===== config.mk =====
export PLATFORM = sky130hd
export DESIGN_NAME = ptor_regs
export DESIGN_NICKNAME = d
export VERILOG_FILES = /design/src/ptor_pkg.sv /design/src/ptor_regs.sv /design/src/ptor_delta.sv
export SDC_FILE = /design/constraint.sdc
export NUM_CORES = 1
export LEC_CHECK = 0
export ABC_AREA = 1
export BUFFER_PORTS_ARGS = -buffer_cell sky130_fd_sc_hd__buf_2
export CAP_MARGIN = 20
export CORE_MARGIN = 5
export CORE_UTILIZATION = 45
export CTS_BUF_LIST = sky130_fd_sc_hd__clkbuf_8
export DETAILED_ROUTE_END_ITERATION = 7
export PLACE_DENSITY = 0.65
export SKIP_CTS_REPAIR_TIMING = 1
export SLEW_MARGIN = 20
export SYNTH_ARGS = -nofsm -noshare
export SYNTH_HDL_FRONTEND = slang
export SYNTH_HIERARCHICAL = 1
export SYNTH_SLANG_ARGS = --single-unit

===== constraint.sdc =====
create_clock -name CLK -period 5 [get_ports CLK]
set_input_delay 0.25 -clock CLK [delete_from_list [all_inputs] [get_ports CLK]]
set_output_delay 0.25 -clock CLK [all_outputs]
set_load 0.01 [all_outputs]

===== src/ptor_pkg.sv =====
package ptor_pkg;
    // Register offsets, one byte each, auto-incrementing
    localparam logic [7:0] PTOR_ADDR_STATUS = 8'h00;
    localparam logic [7:0] PTOR_ADDR_PA_HIGH = 8'h01;
    localparam logic [7:0] PTOR_ADDR_PA_MID = 8'h02;
    localparam logic [7:0] PTOR_ADDR_PA_LOW = 8'h03;
    localparam logic [7:0] PTOR_ADDR_T_HIGH = 8'h04;
    localparam logic [7:0] PTOR_ADDR_T_LOW = 8'h05;
    localparam logic [7:0] PTOR_ADDR_PC_HIGH = 8'h07;
    localparam logic [7:0] PTOR_ADDR_PC_MID = 8'h08;
    localparam logic [7:0] PTOR_ADDR_PC_LOW = 8'h09;
    // Value of every sample byte after reset and of blanked reads
    localparam logic [7:0] PTOR_RESET_BYTE = 8'h00;
    localparam logic [23:0] PTOR_RESET_PA = 24'h000000;
    localparam logic [15:0] PTOR_RESET_T = 16'h0000;
    localparam logic [19:0] PTOR_RESET_SAMPLE = 20'h00000;
    // Processed sample widths and the reserved low nibble
    localparam int PTOR_PA_W = 20;
    localparam int PTOR_T_W = 12;
    localparam logic [3:0] PTOR_RSVD_NIB = 4'h0;
    // Output mode value that means the FIFO port is off
    localparam logic [1:0] PTOR_FMODE_OFF = 2'h0;
    // Read data appears this many edges after the strobe
    localparam int PTOR_READ_LAT = 1;
endpackage


===== src/ptor_regs.sv =====
`timescale 1ns/100ps
// How it works
// (RULE1) Altitude when selected, otherwise pressure in place
// (RULE2) Altitude is signed Q16.4, fraction in top nibble
// (RULE3) Pressure is unsigned Q18.2, fraction in bits 5..4
// (RULE4) Raw mode fills all 24 pressure bits
// (RULE5) Status and samples at auto-incrementing addresses 00h-05h
// (RULE6) Temperature is signed Q8.4, fraction in top nibble
// (RULE7) Raw mode fills all 16 temperature bits
// (RULE8) Delta holds difference of two latest samples
// (RULE9) Altitude delta signed, fraction in bits 7..4
// (RULE10) Pressure delta unsigned, fraction in bits 5..4
// (RULE11) Raw mode leaves delta registers untouched
// (RULE12) Delta updates whatever the FIFO output mode
// (RULE13) Read-only, writes ignored, zero after reset
// (RULE14) FIFO mode blanks middle, low and temperature reads
// (RULE15) High byte read clears overwrite flag, FIFO off
module ptor_regs import ptor_pkg::*; (
    input wire logic CLK,
    input wire logic RESET_N,
    // Acquisition side
    input wire logic PRESS_VALID,
    input wire logic [23:0] PRESS_DATA,
    input wire logic TEMP_VALID,
    input wire logic [15:0] TEMP_DATA,
    // Mode settings from elsewhere in the device
    input wire logic ALTITUDE_SELECT,
    input wire logic RAW_SELECT,
    input wire logic [1:0] FIFO_MODE,
    // Bytes owned by neighbouring blocks
    input wire logic [7:0] STATUS_BYTE,
    input wire logic [7:0] FIFO_BYTE,
    // Register port from the serial interface
    input wire logic ADDR_LOAD,
    input wire logic [7:0] LOAD_ADDR,
    input wire logic RD_STROBE,
    input wire logic WR_STROBE,
    input wire logic [7:0] WR_DATA,
    output logic [7:0] RD_DATA,
    output logic RD_VALID,
    output logic OVERWRITE_CLEAR
);
    logic [23:0] pa_q; // High, middle, low pressure/altitude bytes
    logic [15:0] tmp_q; // High, low temperature bytes
    logic [23:0] pc_q; // High, middle, low delta bytes
    logic [7:0] ptr_q; // Auto-incrementing register pointer
    logic [7:0] rdata_q; // Read answer
    logic rvalid_q; // Read answer valid pulse
    logic ovw_clr_q; // Overwrite flag clear pulse
    logic altitude_q; // Mode of the previous cycle
    logic fifo_on; // FIFO output mode is active
    logic [7:0] rd_byte; // Byte addressed by the pointer
    logic [PTOR_PA_W-1:0] delta_diff; // Raw difference
    logic delta_upd; // Delta register load

    assign fifo_on = (FIFO_MODE != PTOR_FMODE_OFF);

    // Addresses that read as zero while the FIFO port is active
    function automatic logic ptor_blanked(input logic [7:0] a);
        ptor_blanked = (a >= PTOR_ADDR_PA_MID) && (a <= PTOR_ADDR_T_LOW);
    endfunction

    // Pointer stays on the FIFO byte while the FIFO is drained
    function automatic logic ptor_fifo_hold(input logic [7:0] a,
                                           input logic on);
        ptor_fifo_hold = on && (a == PTOR_ADDR_PA_HIGH);
    endfunction

    // Track the altitude setting to notice mode changes
    always_ff @(posedge CLK or negedge RESET_N) begin
        if (!RESET_N) begin
            altitude_q <= 1'b0;
        end else begin
            altitude_q <= ALTITUDE_SELECT;
        end
    end

    // Pressure/altitude sample bytes
    always_ff @(posedge CLK or negedge RESET_N) begin
        if (!RESET_N) begin
            pa_q <= PTOR_RESET_PA; // [RULE13]
        end else if (PRESS_VALID) begin
            if (RAW_SELECT) begin
                // Unprocessed result uses every bit
                pa_q <= PRESS_DATA; // [RULE4]
            end else begin
                // Both fixed-point forms share this byte layout;
                // only the sign and the binary point position differ
                pa_q <= {PRESS_DATA[19:0], PTOR_RSVD_NIB}; // [RULE1] [RULE2] [RULE3]
            end
        end
    end

    // Temperature sample bytes
    always_ff @(posedge CLK or negedge RESET_N) begin
        if (!RESET_N) begin
            tmp_q <= PTOR_RESET_T; // [RULE13]
        end else if (TEMP_VALID) begin
            if (RAW_SELECT) begin
                tmp_q <= TEMP_DATA; // [RULE7]
            end else begin
                tmp_q <= {TEMP_DATA[11:0], PTOR_RSVD_NIB}; // [RULE6]
            end
        end
    end

    // Difference engine; raw mode and a mode change restart it
    ptor_delta #(
        .W(PTOR_PA_W)
    ) u_delta (
        .clk(CLK),
        .reset_n(RESET_N),
        .sample_valid(PRESS_VALID),
        .sample(PRESS_DATA[19:0]),
        .restart(RAW_SELECT || (ALTITUDE_SELECT != altitude_q)),
        .diff(delta_diff),
        .upd(delta_upd)
    );

    // Delta bytes; FIFO mode plays no part here
    always_ff @(posedge CLK or negedge RESET_N) begin
        if (!RESET_N) begin
            pc_q <= PTOR_RESET_PA; // [RULE13]
        end else if (delta_upd) begin
            // Signed altitude or unsigned pressure share one layout
            pc_q <= {delta_diff, PTOR_RSVD_NIB}; // [RULE8] [RULE9] [RULE10] [RULE12]
        end
        // No load while raw mode holds the restart high [RULE11]
    end

    // Byte at the pointer, blanked in FIFO mode
    always_comb begin
        rd_byte = PTOR_RESET_BYTE;
        if (fifo_on && ptor_blanked(ptr_q)) begin
            rd_byte = PTOR_RESET_BYTE; // [RULE14]
        end else begin
            case (ptr_q)
                PTOR_ADDR_STATUS: rd_byte = STATUS_BYTE; // [RULE5]
                PTOR_ADDR_PA_HIGH: begin
                    rd_byte = fifo_on ? FIFO_BYTE : pa_q[23:16];
                end
                PTOR_ADDR_PA_MID: rd_byte = pa_q[15:8];
                PTOR_ADDR_PA_LOW: rd_byte = pa_q[7:0];
                PTOR_ADDR_T_HIGH: rd_byte = tmp_q[15:8];
                PTOR_ADDR_T_LOW: rd_byte = tmp_q[7:0];
                PTOR_ADDR_PC_HIGH: rd_byte = pc_q[23:16];
                PTOR_ADDR_PC_MID: rd_byte = pc_q[15:8];
                PTOR_ADDR_PC_LOW: rd_byte = pc_q[7:0];
                // Unmapped bytes read as zero
                default: rd_byte = PTOR_RESET_BYTE;
            endcase
        end
    end

    // Register pointer; every access advances it, except on the high byte while the FIFO port is on
    always_ff @(posedge CLK or negedge RESET_N) begin
        if (!RESET_N) begin
            ptr_q <= PTOR_ADDR_STATUS;
        end else if (ADDR_LOAD) begin
            // Load wins; an access in the same cycle uses the old value
            ptr_q <= LOAD_ADDR;
        end else if ((RD_STROBE || WR_STROBE) &&
                     !ptor_fifo_hold(ptr_q, fifo_on)) begin
            ptr_q <= ptr_q + 8'h01; // [RULE5]
        end
    end

    // Read answer, one edge after the strobe
    always_ff @(posedge CLK or negedge RESET_N) begin
        if (!RESET_N) begin
            rdata_q <= PTOR_RESET_BYTE;
            rvalid_q <= 1'b0;
        end else begin
            rvalid_q <= RD_STROBE;
            if (RD_STROBE) begin
                rdata_q <= rd_byte;
            end
        end
    end

    // Overwrite flag clear on a high-byte read with the FIFO off
    always_ff @(posedge CLK or negedge RESET_N) begin
        if (!RESET_N) begin
            ovw_clr_q <= 1'b0;
        end else begin
            ovw_clr_q <= RD_STROBE && !fifo_on &&
                         (ptr_q == PTOR_ADDR_PA_HIGH); // [RULE15]
        end
    end

    // Write data has no destination: every byte here is read-only
    // [RULE13]
    logic wr_unused;
    assign wr_unused = ^WR_DATA;

    assign RD_DATA = rdata_q;
    assign RD_VALID = rvalid_q;
    assign OVERWRITE_CLEAR = ovw_clr_q;

    // Checking helpers: last processed sample seen
    logic [19:0] ast_last_q;
    always_ff @(posedge CLK or negedge RESET_N) begin
        if (!RESET_N) begin
            ast_last_q <= PTOR_RESET_SAMPLE;
        end else if (PRESS_VALID && !RAW_SELECT) begin
            ast_last_q <= PRESS_DATA[19:0];
        end
    end
endmodule


===== src/ptor_delta.sv =====
`timescale 1ns/100ps
// Difference between the two latest processed pressure/altitude samples
module ptor_delta import ptor_pkg::*; #(
    parameter int W = PTOR_PA_W
) (
    input wire logic clk,
    input wire logic reset_n,
    input wire logic sample_valid,
    input wire logic [W-1:0] sample,
    input wire logic restart,
    output logic [W-1:0] diff,
    output logic upd
);
    logic [W-1:0] prev_q; // Last processed sample
    logic have_q; // A previous sample of this mode exists

    // Keep the last sample; a mode change or raw mode forgets it
    always_ff @(posedge clk or negedge reset_n) begin
        if (!reset_n) begin
            prev_q <= '0;
            have_q <= 1'b0;
        end else if (restart) begin
            // Mixing units across modes would give a meaningless step
            have_q <= 1'b0;
        end else if (sample_valid) begin
            prev_q <= sample;
            have_q <= 1'b1;
        end
    end

    // Two's complement wrap suits both the signed and unsigned form
    always_comb begin
        diff = W'(sample - prev_q);
        upd = sample_valid && have_q && !restart;
    end
endmodule


; ---- Word-level counts from Yosys, hierarchy flattened
; Cells that the tools add are included.
[word_totals]
regBits = 100
inputBits = 83
output_inout_bits = 10
elab_cells = 51
[op_classes]
n_addsub = 2
order_cmp = 2
n_eq_ne = 9
muxes = 9
bitwise_logic = 1
n_reduce_logical = 18
[op_table]
columns = cell, n
row1 = 8-bit one-hot mux with 9 select lines, 1
row2 = 8-bit two-way mux, 4
row3 = "8-bit by 3-bit == test with 1-bit output, second input constant", 3
row4 = 24-bit two-way mux, 1
row5 = 20-bit subtractor, 1
row6 = "8-bit by 2-bit == test with 1-bit output, second input constant", 2
row7 = "8-bit by 4-bit == test with 1-bit output, second input constant", 2
row8 = 16-bit two-way mux, 1
row9 = "8-bit by 1-bit adder with 8-bit output, second input constant", 1
row10 = "8-bit by 1-bit == test with 1-bit output, second input constant", 1
row11 = "8-bit by 2-bit >= comparator with 1-bit output, second input constant", 1
row12 = "8-bit by 3-bit less-or-equal comparator with 1-bit output, second input constant", 1
row13 = 1-bit logical AND, 8
row14 = 8-bit logical NOT, 1
row15 = 2-bit nonzero test, 3
row16 = 1-bit logical NOT, 3
row17 = 1-bit logical OR, 2
row18 = 1-bit two-way mux, 2
row19 = 2-bit AND reduction, 1
row20 = 1-bit inequality test, 1
row21 = 1-bit NOT, 1

; ---- Longest topological paths before layout
; Gate-level depths: netlist of run 1.
[logic_depth]
ltp_word = 6
ltp_mapped = 13
depth_no_buf = 13

; ---- Hierarchy
; Netlist of run 1, hierarchy kept.
[modules_own_cells]
columns = module, instances, cells_each, area_each_um2, seq_area_each_um2
row1 = ptor_regs, 1, 556, 4280.4, 1976.9
row2 = ptor_delta, 1, 320, 2073.2, 525.5

; ---- Worst setup path after synthesis of run 1
; No wires, ideal clock.
[synth_path]
path_kind = input port to flip-flop
start = input port RAW_SELECT
end = register pc_q[5]
setup_time_ns = 0.125
arrival_time_ns = 2.382
required_ns = 4.875
setup_slack_ns = 2.494
stages = 12
n_path_buf = 7
path_cell_list = clkbuf_1 inv_1 clkbuf_1 nand2_1 or2_1 clkbuf_2 buf_6 buf_12 nor2_1 clkbuf_1 clkbuf_1 mux2_2
[synth_via]
elab_chain_len = 3
[synth_lines]
columns = item, line
row1 = from (decl), ptor_regs.sv:28  ; input wire logic RAW_SELECT,
row2 = 1-bit logical OR, ptor_regs.sv:115  ; .restart(RAW_SELECT || (ALTITUDE_SELECT != altitude_q)),
row3 = 1-bit logical NOT, ptor_delta.sv:34  ; upd = sample_valid && have_q && !restart;
row4 = 1-bit logical AND, ptor_delta.sv:34
row5 = named net delta_upd, ptor_regs.sv:54  ; logic delta_upd;
row6 = to (signal assigned), ptor_regs.sv:126  ; pc_q <= {delta_diff, PTOR_RSVD_NIB};
row7 = to (decl), ptor_regs.sv:45  ; logic [23:0] pc_q;
; The timed path passes the listed nets, and every way through them passes these cells.
; A chain may end at the register's enable or synchronous reset.

; ---- Worst setup path in the final report of run 1
[layout_path]
start = input port RAW_SELECT
end = register pc_q[20]
; The elaborated chain is that of the path after synthesis.

==> impl_metrics.tcl, run 1 <==
set metrics [dict create \
    num_rows 43 \
    synth_area_leaders "dfrtp_1 39%, nand2_1 18%, nor2_1 5.5%" \
    worstSkewPairLatency_ns 0.38 \
    place_hpwl_mm 12.8 \
    ff2ff_setup_slack_ns 2.83 \
    pwr-share-comb_pct 31.5 \
    ys_types 39 \
    finalHoldViolations 0 \
    total_power_mw 2.29 \
    grt_pass1_wl_mm 26.4 \
    slowest_stage "mux2_2" \
    fin_cells 1133 \
    setup_violations 0 \
    crit_end "pc_q[20]" \
    syn_area_sq_um 6350 \
    die-area_sq_um 16600 \
    io_pins 93 \
    rsz0062_at_grt "false" \
    die_w_um 129 \
    cts_htree_levels 3 \
    r2r-end "pc_q[20]" \
    ys_ff_latch 100 \
    synth-compound-area-share_pct 10.2 \
    antenna_found_initial 0 \
    netlist_top_cells_count "298 x nand2_1, 100 x dfrtp_1, 93 x nor2_1" \
    r2r_cells 11 \
    drtAntennaViolNets 0 \
    cts-root-buf "clkbuf_8" \
    async_flop_share_pct 100 \
    max_stage_delay_ns 0.37 \
    drtIter0Drc 254 \
    synth_xor_area_share_pct 2.21 \
    switching_share_pct 35.2 \
    internal_power_mw 1.48 \
    finClkSkew_ns 0.00590 \
    r2r_start "u_delta/prev_q[0]" \
    numCtsBuffers 9 \
    syn2layout_area_growth_pct 11.6 \
    syn_inst 876 \
    viasPerCell 5.01 \
    synth_top_family_by_area "simple AND/OR/NAND/NOR gates" \
    seqPwrFrac_pct 45.9 \
    synth.most_common_cell "nand2_1" \
    maxSlewHeadroom_pct 49.6 \
    place_ws_ns 2.40 \
    grtUsageTotal_pct 20.3 \
    syn-num-nets 983 \
    numPortBuffers 84 \
    worst-path-buf-inv 5 \
    yosysSeqAreaShare_pct 39.4 \
    tightest_slew_ns 0.756 \
    max_freq_mhz 452 \
    synth_top_area_cell "dfrtp_1" \
    fin_ws_ns 2.79 \
    grt_pass1_vias 5341 \
    globalplace.congestion 0.894 \
    hp-class "in -> reg" \
    clkPwrFrac_pct 22.6 \
    fin_util_pct 51.1 \
    p_leak_nw 3.76 \
    antenna_cells 0 \
    die_y_um 129 \
    synth_mux_area_share_pct 3.01 \
    cts_tree "yes" \
    cpLargestDelayFamily "buffers and inverters" \
    power_density_nw_per_um2 323 \
    finalCritPeriodShare_pct 44.2 \
    core_sq_um 13900 \
    critical_path_depth 9 \
    fin_setup_tns_ns 0 \
    crit_required_ns 5.27 \
    fin_nets 1056 \
    start_util_pct 45.8 \
    peakVddDrop_mv 0.175 \
    wire_per_inst_um 14.4 \
    yosys.area_share.simple_pct 32.2 \
    synth_adder_area_share_pct 4.84 \
    dr.pass1.iters 5 \
    ys.flop_type "dfrtp_1" \
    cp_cell_sequence "buf_2 -> inv_1 -> buf_4 -> nand2_1 -> or2_1 -> buf_4 -> nor2_1 -> buf_4 -> mux2_2" \
    yosysTopAreaCellShare_pct 39.4 \
    syn_avg_cell_area_sq_um 7.25 \
    critPathCaptureType "flop" \
    cp.arrival_ns 2.48 \
    drive_gt1_share_pct 17.3 \
    drc 0 \
    path_class "in -> reg" \
    status "complete, no violations" \
    cts.sinks 100 \
    ys_warn_count 6 \
    path_max_fanout 41 \
    routed_wl_mm 16.3 \
    slew_violations 0 \
    maxCapViolations 0 \
    grt-ovfl-total 0 \
    vias 5678 \
    clkTransAtPathRegs_ns 0.09 \
    p_sw_mw 0.805 \
    dp.cells 1116 \
    grt_max_degree 52 \
    synth_edf_count 0 \
    crit_top_cell "buf_4" \
    ctsLongestPathBuffers 2 \
    start_kind "primary input" \
    period_minus_slack_ns 2.21 \
    crit_path_start "RAW_SELECT" \
]
-- state kept, by name, summed over array words and instances, names as in the netlist, 8 cells and up --
name,flops
pa_q,24
pc_q,20
u_delta/prev_q,20
tmp_q,16
RD_DATA,8
ptr_q,8
-- metrics by stage --
stage	hold WS (ns)	area, sq um
6_report	0.0235	7090
4_1_cts	-0.106	7070
3_3_place_gp	0.325	6880
3_5_place_dp	0.319	6880
5_1_grt	0.00450	7090
2_1_floorplan	-0.0456	6350
-- cell usage in the layout, fill, tap and decap left out, types with 9 or more instances in the layout --
| cell type | count |
|---|---|
| a21oi_1 | 29 |
| a21oi_2 | 9 |
| a31oi_1 | 27 |
| buf_2 | 83 |
| clkbuf_8 | 10 |
| dfrtp_1 | 100 |
| ha_1 | 23 |
| inv_1 | 90 |
| mux2_2 | 17 |
| nand2_1 | 298 |
| nand3_1 | 53 |
| nor2_1 | 93 |
| nor2_2 | 10 |
| nor3_1 | 9 |
| o21ai_0 | 28 |
| xor2_1 | 10 |
-- power by group through the flow --
stage	Sequential, mW	Combinational, mW	Clock, mW
6_report	1.05	0.722	0.517
3_3_place_gp	1.06	0.710	0
4_1_cts	1.05	0.723	0.542
5_1_grt	1.06	0.828	0.574
3_5_place_dp	1.07	0.721	0
2_1_floorplan	1.03	0.548	0
-- area by class of cell --
class	instances	area, sq um
Inverter	97	364
Timing Repair Buffer	90	473
Fill cell	1446	6790
Tap cell	180	225
Sequential cell	100	2500
Clock inverter	5	53.8
Clock buffer	10	138
Multi-Input combinational cell	651	3340
-- routing by layer --
layer	track usage, %	vias to the layer above	share of wire [%]
met4	6.18	0	2.3
met2	32.3	159	44
met5	0	-	0
met3	4.15	25	5.7
li1	-	2944	-
met1	27.9	2550	48
-- logic make-up (layout without fill, tap and decap cells) --
family,after synthesis,in the layout
AND/OR/NAND/NOR,484,484
multiplexers,17,17
AO/OA/AOI/OAI,110,110
buffers and inverters,125,202
flip-flops,100,100
adder cells (fa/ha/maj),24,24
XOR/XNOR,16,16
-- worst min-delay path by stage --
stage | start | endpoint | slack (ns) | depth (start not counted)
floorplan | RESET_N | OVERWRITE_CLEAR | -0.05 | 0
global placement | RESET_N | ptr_q[7] | 0.32 | 1
detailed placement | RESET_N | ptr_q[5] | 0.32 | 1
CTS | RESET_N | ptr_q[5] | -0.11 | 1
global route | RD_STROBE | RD_VALID | 0.005 | 1
finish | RD_STROBE | RD_VALID | 0.02 | 1
Power figures use the tool's default switching activity.
==> inputs of run 2 (changes only) <==
--- a/config.mk
+++ b/config.mk
@@ -5,14 +5,14 @@
 export SDC_FILE = /design/constraint.sdc
 export NUM_CORES = 1
 export LEC_CHECK = 0
-export ABC_AREA = 1
+export ABC_AREA = 0
 export BUFFER_PORTS_ARGS = -buffer_cell sky130_fd_sc_hd__buf_2
 export CAP_MARGIN = 20
 export CORE_MARGIN = 5
 export CORE_UTILIZATION = 45
 export CTS_BUF_LIST = sky130_fd_sc_hd__clkbuf_8
 export DETAILED_ROUTE_END_ITERATION = 7
-export PLACE_DENSITY = 0.65
+export PLACE_DENSITY = 0.68
 export SKIP_CTS_REPAIR_TIMING = 1
 export SLEW_MARGIN = 20
 export SYNTH_ARGS = -nofsm -noshare
==> constraint.sdc (replaced) <==
create_clock -name CLK -period 1.9 [get_ports CLK]
set_input_delay 0.095 -clock CLK [delete_from_list [all_inputs] [get_ports CLK]]
set_output_delay 0.095 -clock CLK [all_outputs]
set_load 0.01 [all_outputs]
==> run 2 against run 1 <==
Effect of this change: the flow now finishes with violations (setup timing); cell count shrank 16%; flip-flop and latch count is the same; non-clock buffer count grew 97.
==> impl_metrics.tcl, run 2 <==
set metrics [dict create \
    syn_inst 611 \
    cts-root-buf "clkbuf_8" \
    ctsLongestPathBuffers 2 \
    crit_path_start "u_delta/prev_q[0]" \
    highest_layer "met4" \
    maxSlewHeadroom_pct 61.1 \
    hp-class "in -> reg" \
    final_cell_mix "99 x dfrtp_1, 83 x buf_2, 82 x buf_4" \
    mostFrequentLayoutCell "dfrtp_1" \
    start_util_pct 45.8 \
    synth_top_area_cell "dfrtp_1" \
    peakVddDrop_mv 0.480 \
    ys_types 53 \
    fin_area_sq_um 7700 \
    critPathCaptureType "flop" \
    syn-num-nets 718 \
    max_stage_delay_ns 0.39 \
    slew_violations 0 \
    place_hpwl_mm 12.2 \
    period_minus_slack_ns 2.13 \
    ys_warn_count 6 \
    vias 5224 \
    synth.most_common_cell "dfrtp_1" \
    die_w_um 123 \
    numPortBuffers 84 \
    numCtsBuffers 9 \
    yosysTopAreaCellShare_pct 43.3 \
    fin_util_pct 61.0 \
    wl_met1_mm 7.07 \
    finClkSkew_ns 0.00909 \
    start_kind "flop" \
    die_y_um 123 \
    io_pins 93 \
    grt_pass1_wl_mm 25.6 \
    status "finished with violations" \
    place_area_sq_um 7000 \
    rsz0062_at_grt "true" \
    cts.sinks 100 \
    syn_area_sq_um 5780 \
    cts_htree_levels 3 \
    die-area_sq_um 15200 \
    yosysSeqAreaShare_pct 43.3 \
    crit_required_ns 2.16 \
    wl_met3_mm 1.03 \
    ff2ff_setup_slack_ns -0.23 \
    viasPerCell 5.49 \
    core_sq_um 12600 \
    r2r-end "pc_q[22]" \
    netlist_top_cells_count "100 x dfrtp_1, 58 x a21oi_1, 51 x nand2_1" \
    slowest_stage "dfrtp_1" \
    syn_avg_cell_area_sq_um 9.46 \
    r2r_start "u_delta/prev_q[0]" \
    drive_gt1_share_pct 33.9 \
    grt_pass1_vias 5067 \
    failed_checks "setup timing" \
    cp_cell_sequence "ha_2 -> fa_2 -> nand2b_4 -> a21oi_4 -> o21ai_4 -> o211ai_2 -> a31oi_2 -> xnor2_1 -> mux2_4" \
    min_to "u_delta/prev_q[16]" \
    synth_area_leaders "dfrtp_1 43%, mux2i_1 6.1%, a21oi_1 5.0%" \
    cts_tree "yes" \
    globalplace.congestion 0.927 \
    routed_wl_mm 16.3 \
    top_register "pa_q" \
    min_from "PRESS_DATA[16]" \
    hold_path_depth 3 \
    drc 0 \
    syn2layout_area_growth_pct 33.2 \
    antenna_cells 0 \
    ys_ff_latch 100 \
    dr_wl_met2_mm 7.98 \
    fin_setup_tns_ns -1.58 \
    async_flop_share_pct 100 \
    reg.largest.list "pa_q (24), pc_q (20), u_delta/prev_q (20)" \
    max_freq_mhz 470 \
    ys.flop_type "dfrtp_1" \
    fin_ws_ns -0.228 \
    path_max_fanout 3 \
    maxCapViolations 0 \
    cp.arrival_ns 2.39 \
    num_rows 41 \
    drtAntennaViolNets 0 \
    grt-ovfl-total 0 \
    drtIter0Drc 390 \
    wire_per_inst_um 17.1 \
    grt_max_degree 50 \
    power_density_nw_per_um2 910 \
    grtUsageTotal_pct 21.6 \
    largest_reg_flops 24 \
    path_class "reg -> reg" \
    tightest_slew_ns 0.584 \
    clkTransAtPathRegs_ns 0.09 \
    dp.cells 918 \
    synth_edf_count 0 \
    finalCritPeriodShare_pct 112 \
    worstSkewPairLatency_ns 0.37 \
    r2r_cells 9 \
    setup_violations 15 \
    fin_cells 951 \
    fin_nets 883 \
    antenna_found_initial 0 \
    p_leak_nw 3.47 \
    dr.pass1.iters 7 \
    finalHoldViolations 0 \
]
run 2: final cells by class:
cell class,instances,area (sq um)
clock buffers,10,138
clock inverters,4,67.6
fillers,1085,4920
inverters,37,139
multi-input cells,441,3360
flip-flops and latches,100,2500
well taps,172,215
repair buffers,187,1280
run 2: worst max path at each step:
stage	to	depth (start not counted)	slack (ns)
after floorplan	ptr_q[1]	7	-0.31
after global placement	pc_q[22]	9	-0.22
after detailed placement	pc_q[22]	9	-0.24
after CTS	pc_q[22]	9	-0.26
after global routing	pc_q[22]	9	-0.32
final	pc_q[22]	9	-0.23
run 2: critical path, delay by kind of cell (launching register included):
kind,cells,cell delay [ns]
compound gates,4,0.56
fa+ha+maj,2,0.53
flops,1,0.39
mux,1,0.25
simple gates,1,0.16
xor+xnor,1,0.13
run 2: per-stage QoR:
stage | hold slack, ns | worst slack (ns) | total power, mW
after floorplan | -0.201 | -0.313 | 4.19
after global placement | 0.0951 | -0.216 | 5.13
after detailed placement | 0.0978 | -0.243 | 5.20
after CTS | -0.315 | -0.264 | 6.69
after global routing | 0.00501 | -0.320 | 7.48
final | 0.0154 | -0.228 | 7.01
run 2: power by group:
group / internal, mW / total, mW / leakage (nW) / switching [mW]
Sequential: 2.53 / 2.81 / 1.22 / 0.282
Combinational: 1.39 / 2.72 / 2.14 / 1.33
Clock: 0.755 / 1.47 / 0.111 / 0.715
run 2: logic make-up (layout without fill, tap and decap cells):
logic type	after synthesis	after routing	share of synthesized area [%]
AO/OA/AOI/OAI	169	169	18.5
XOR/XNOR	26	26	3.94
adder cells (fa/ha/maj)	24	24	5.32
buffers and inverters	70	238	4.57
flip-flops	100	100	43.3
multiplexers	61	61	11.1
AND/OR/NAND/NOR	161	161	13.3
run 2: layer usage:
layer / GRT usage, % / vias to the layer above
li1: - / 2523
met1: 29.9 / 2522
met2: 34.7 / 161
met3: 5.17 / 18
met4: 4.71 / 0
met5: 0 / -
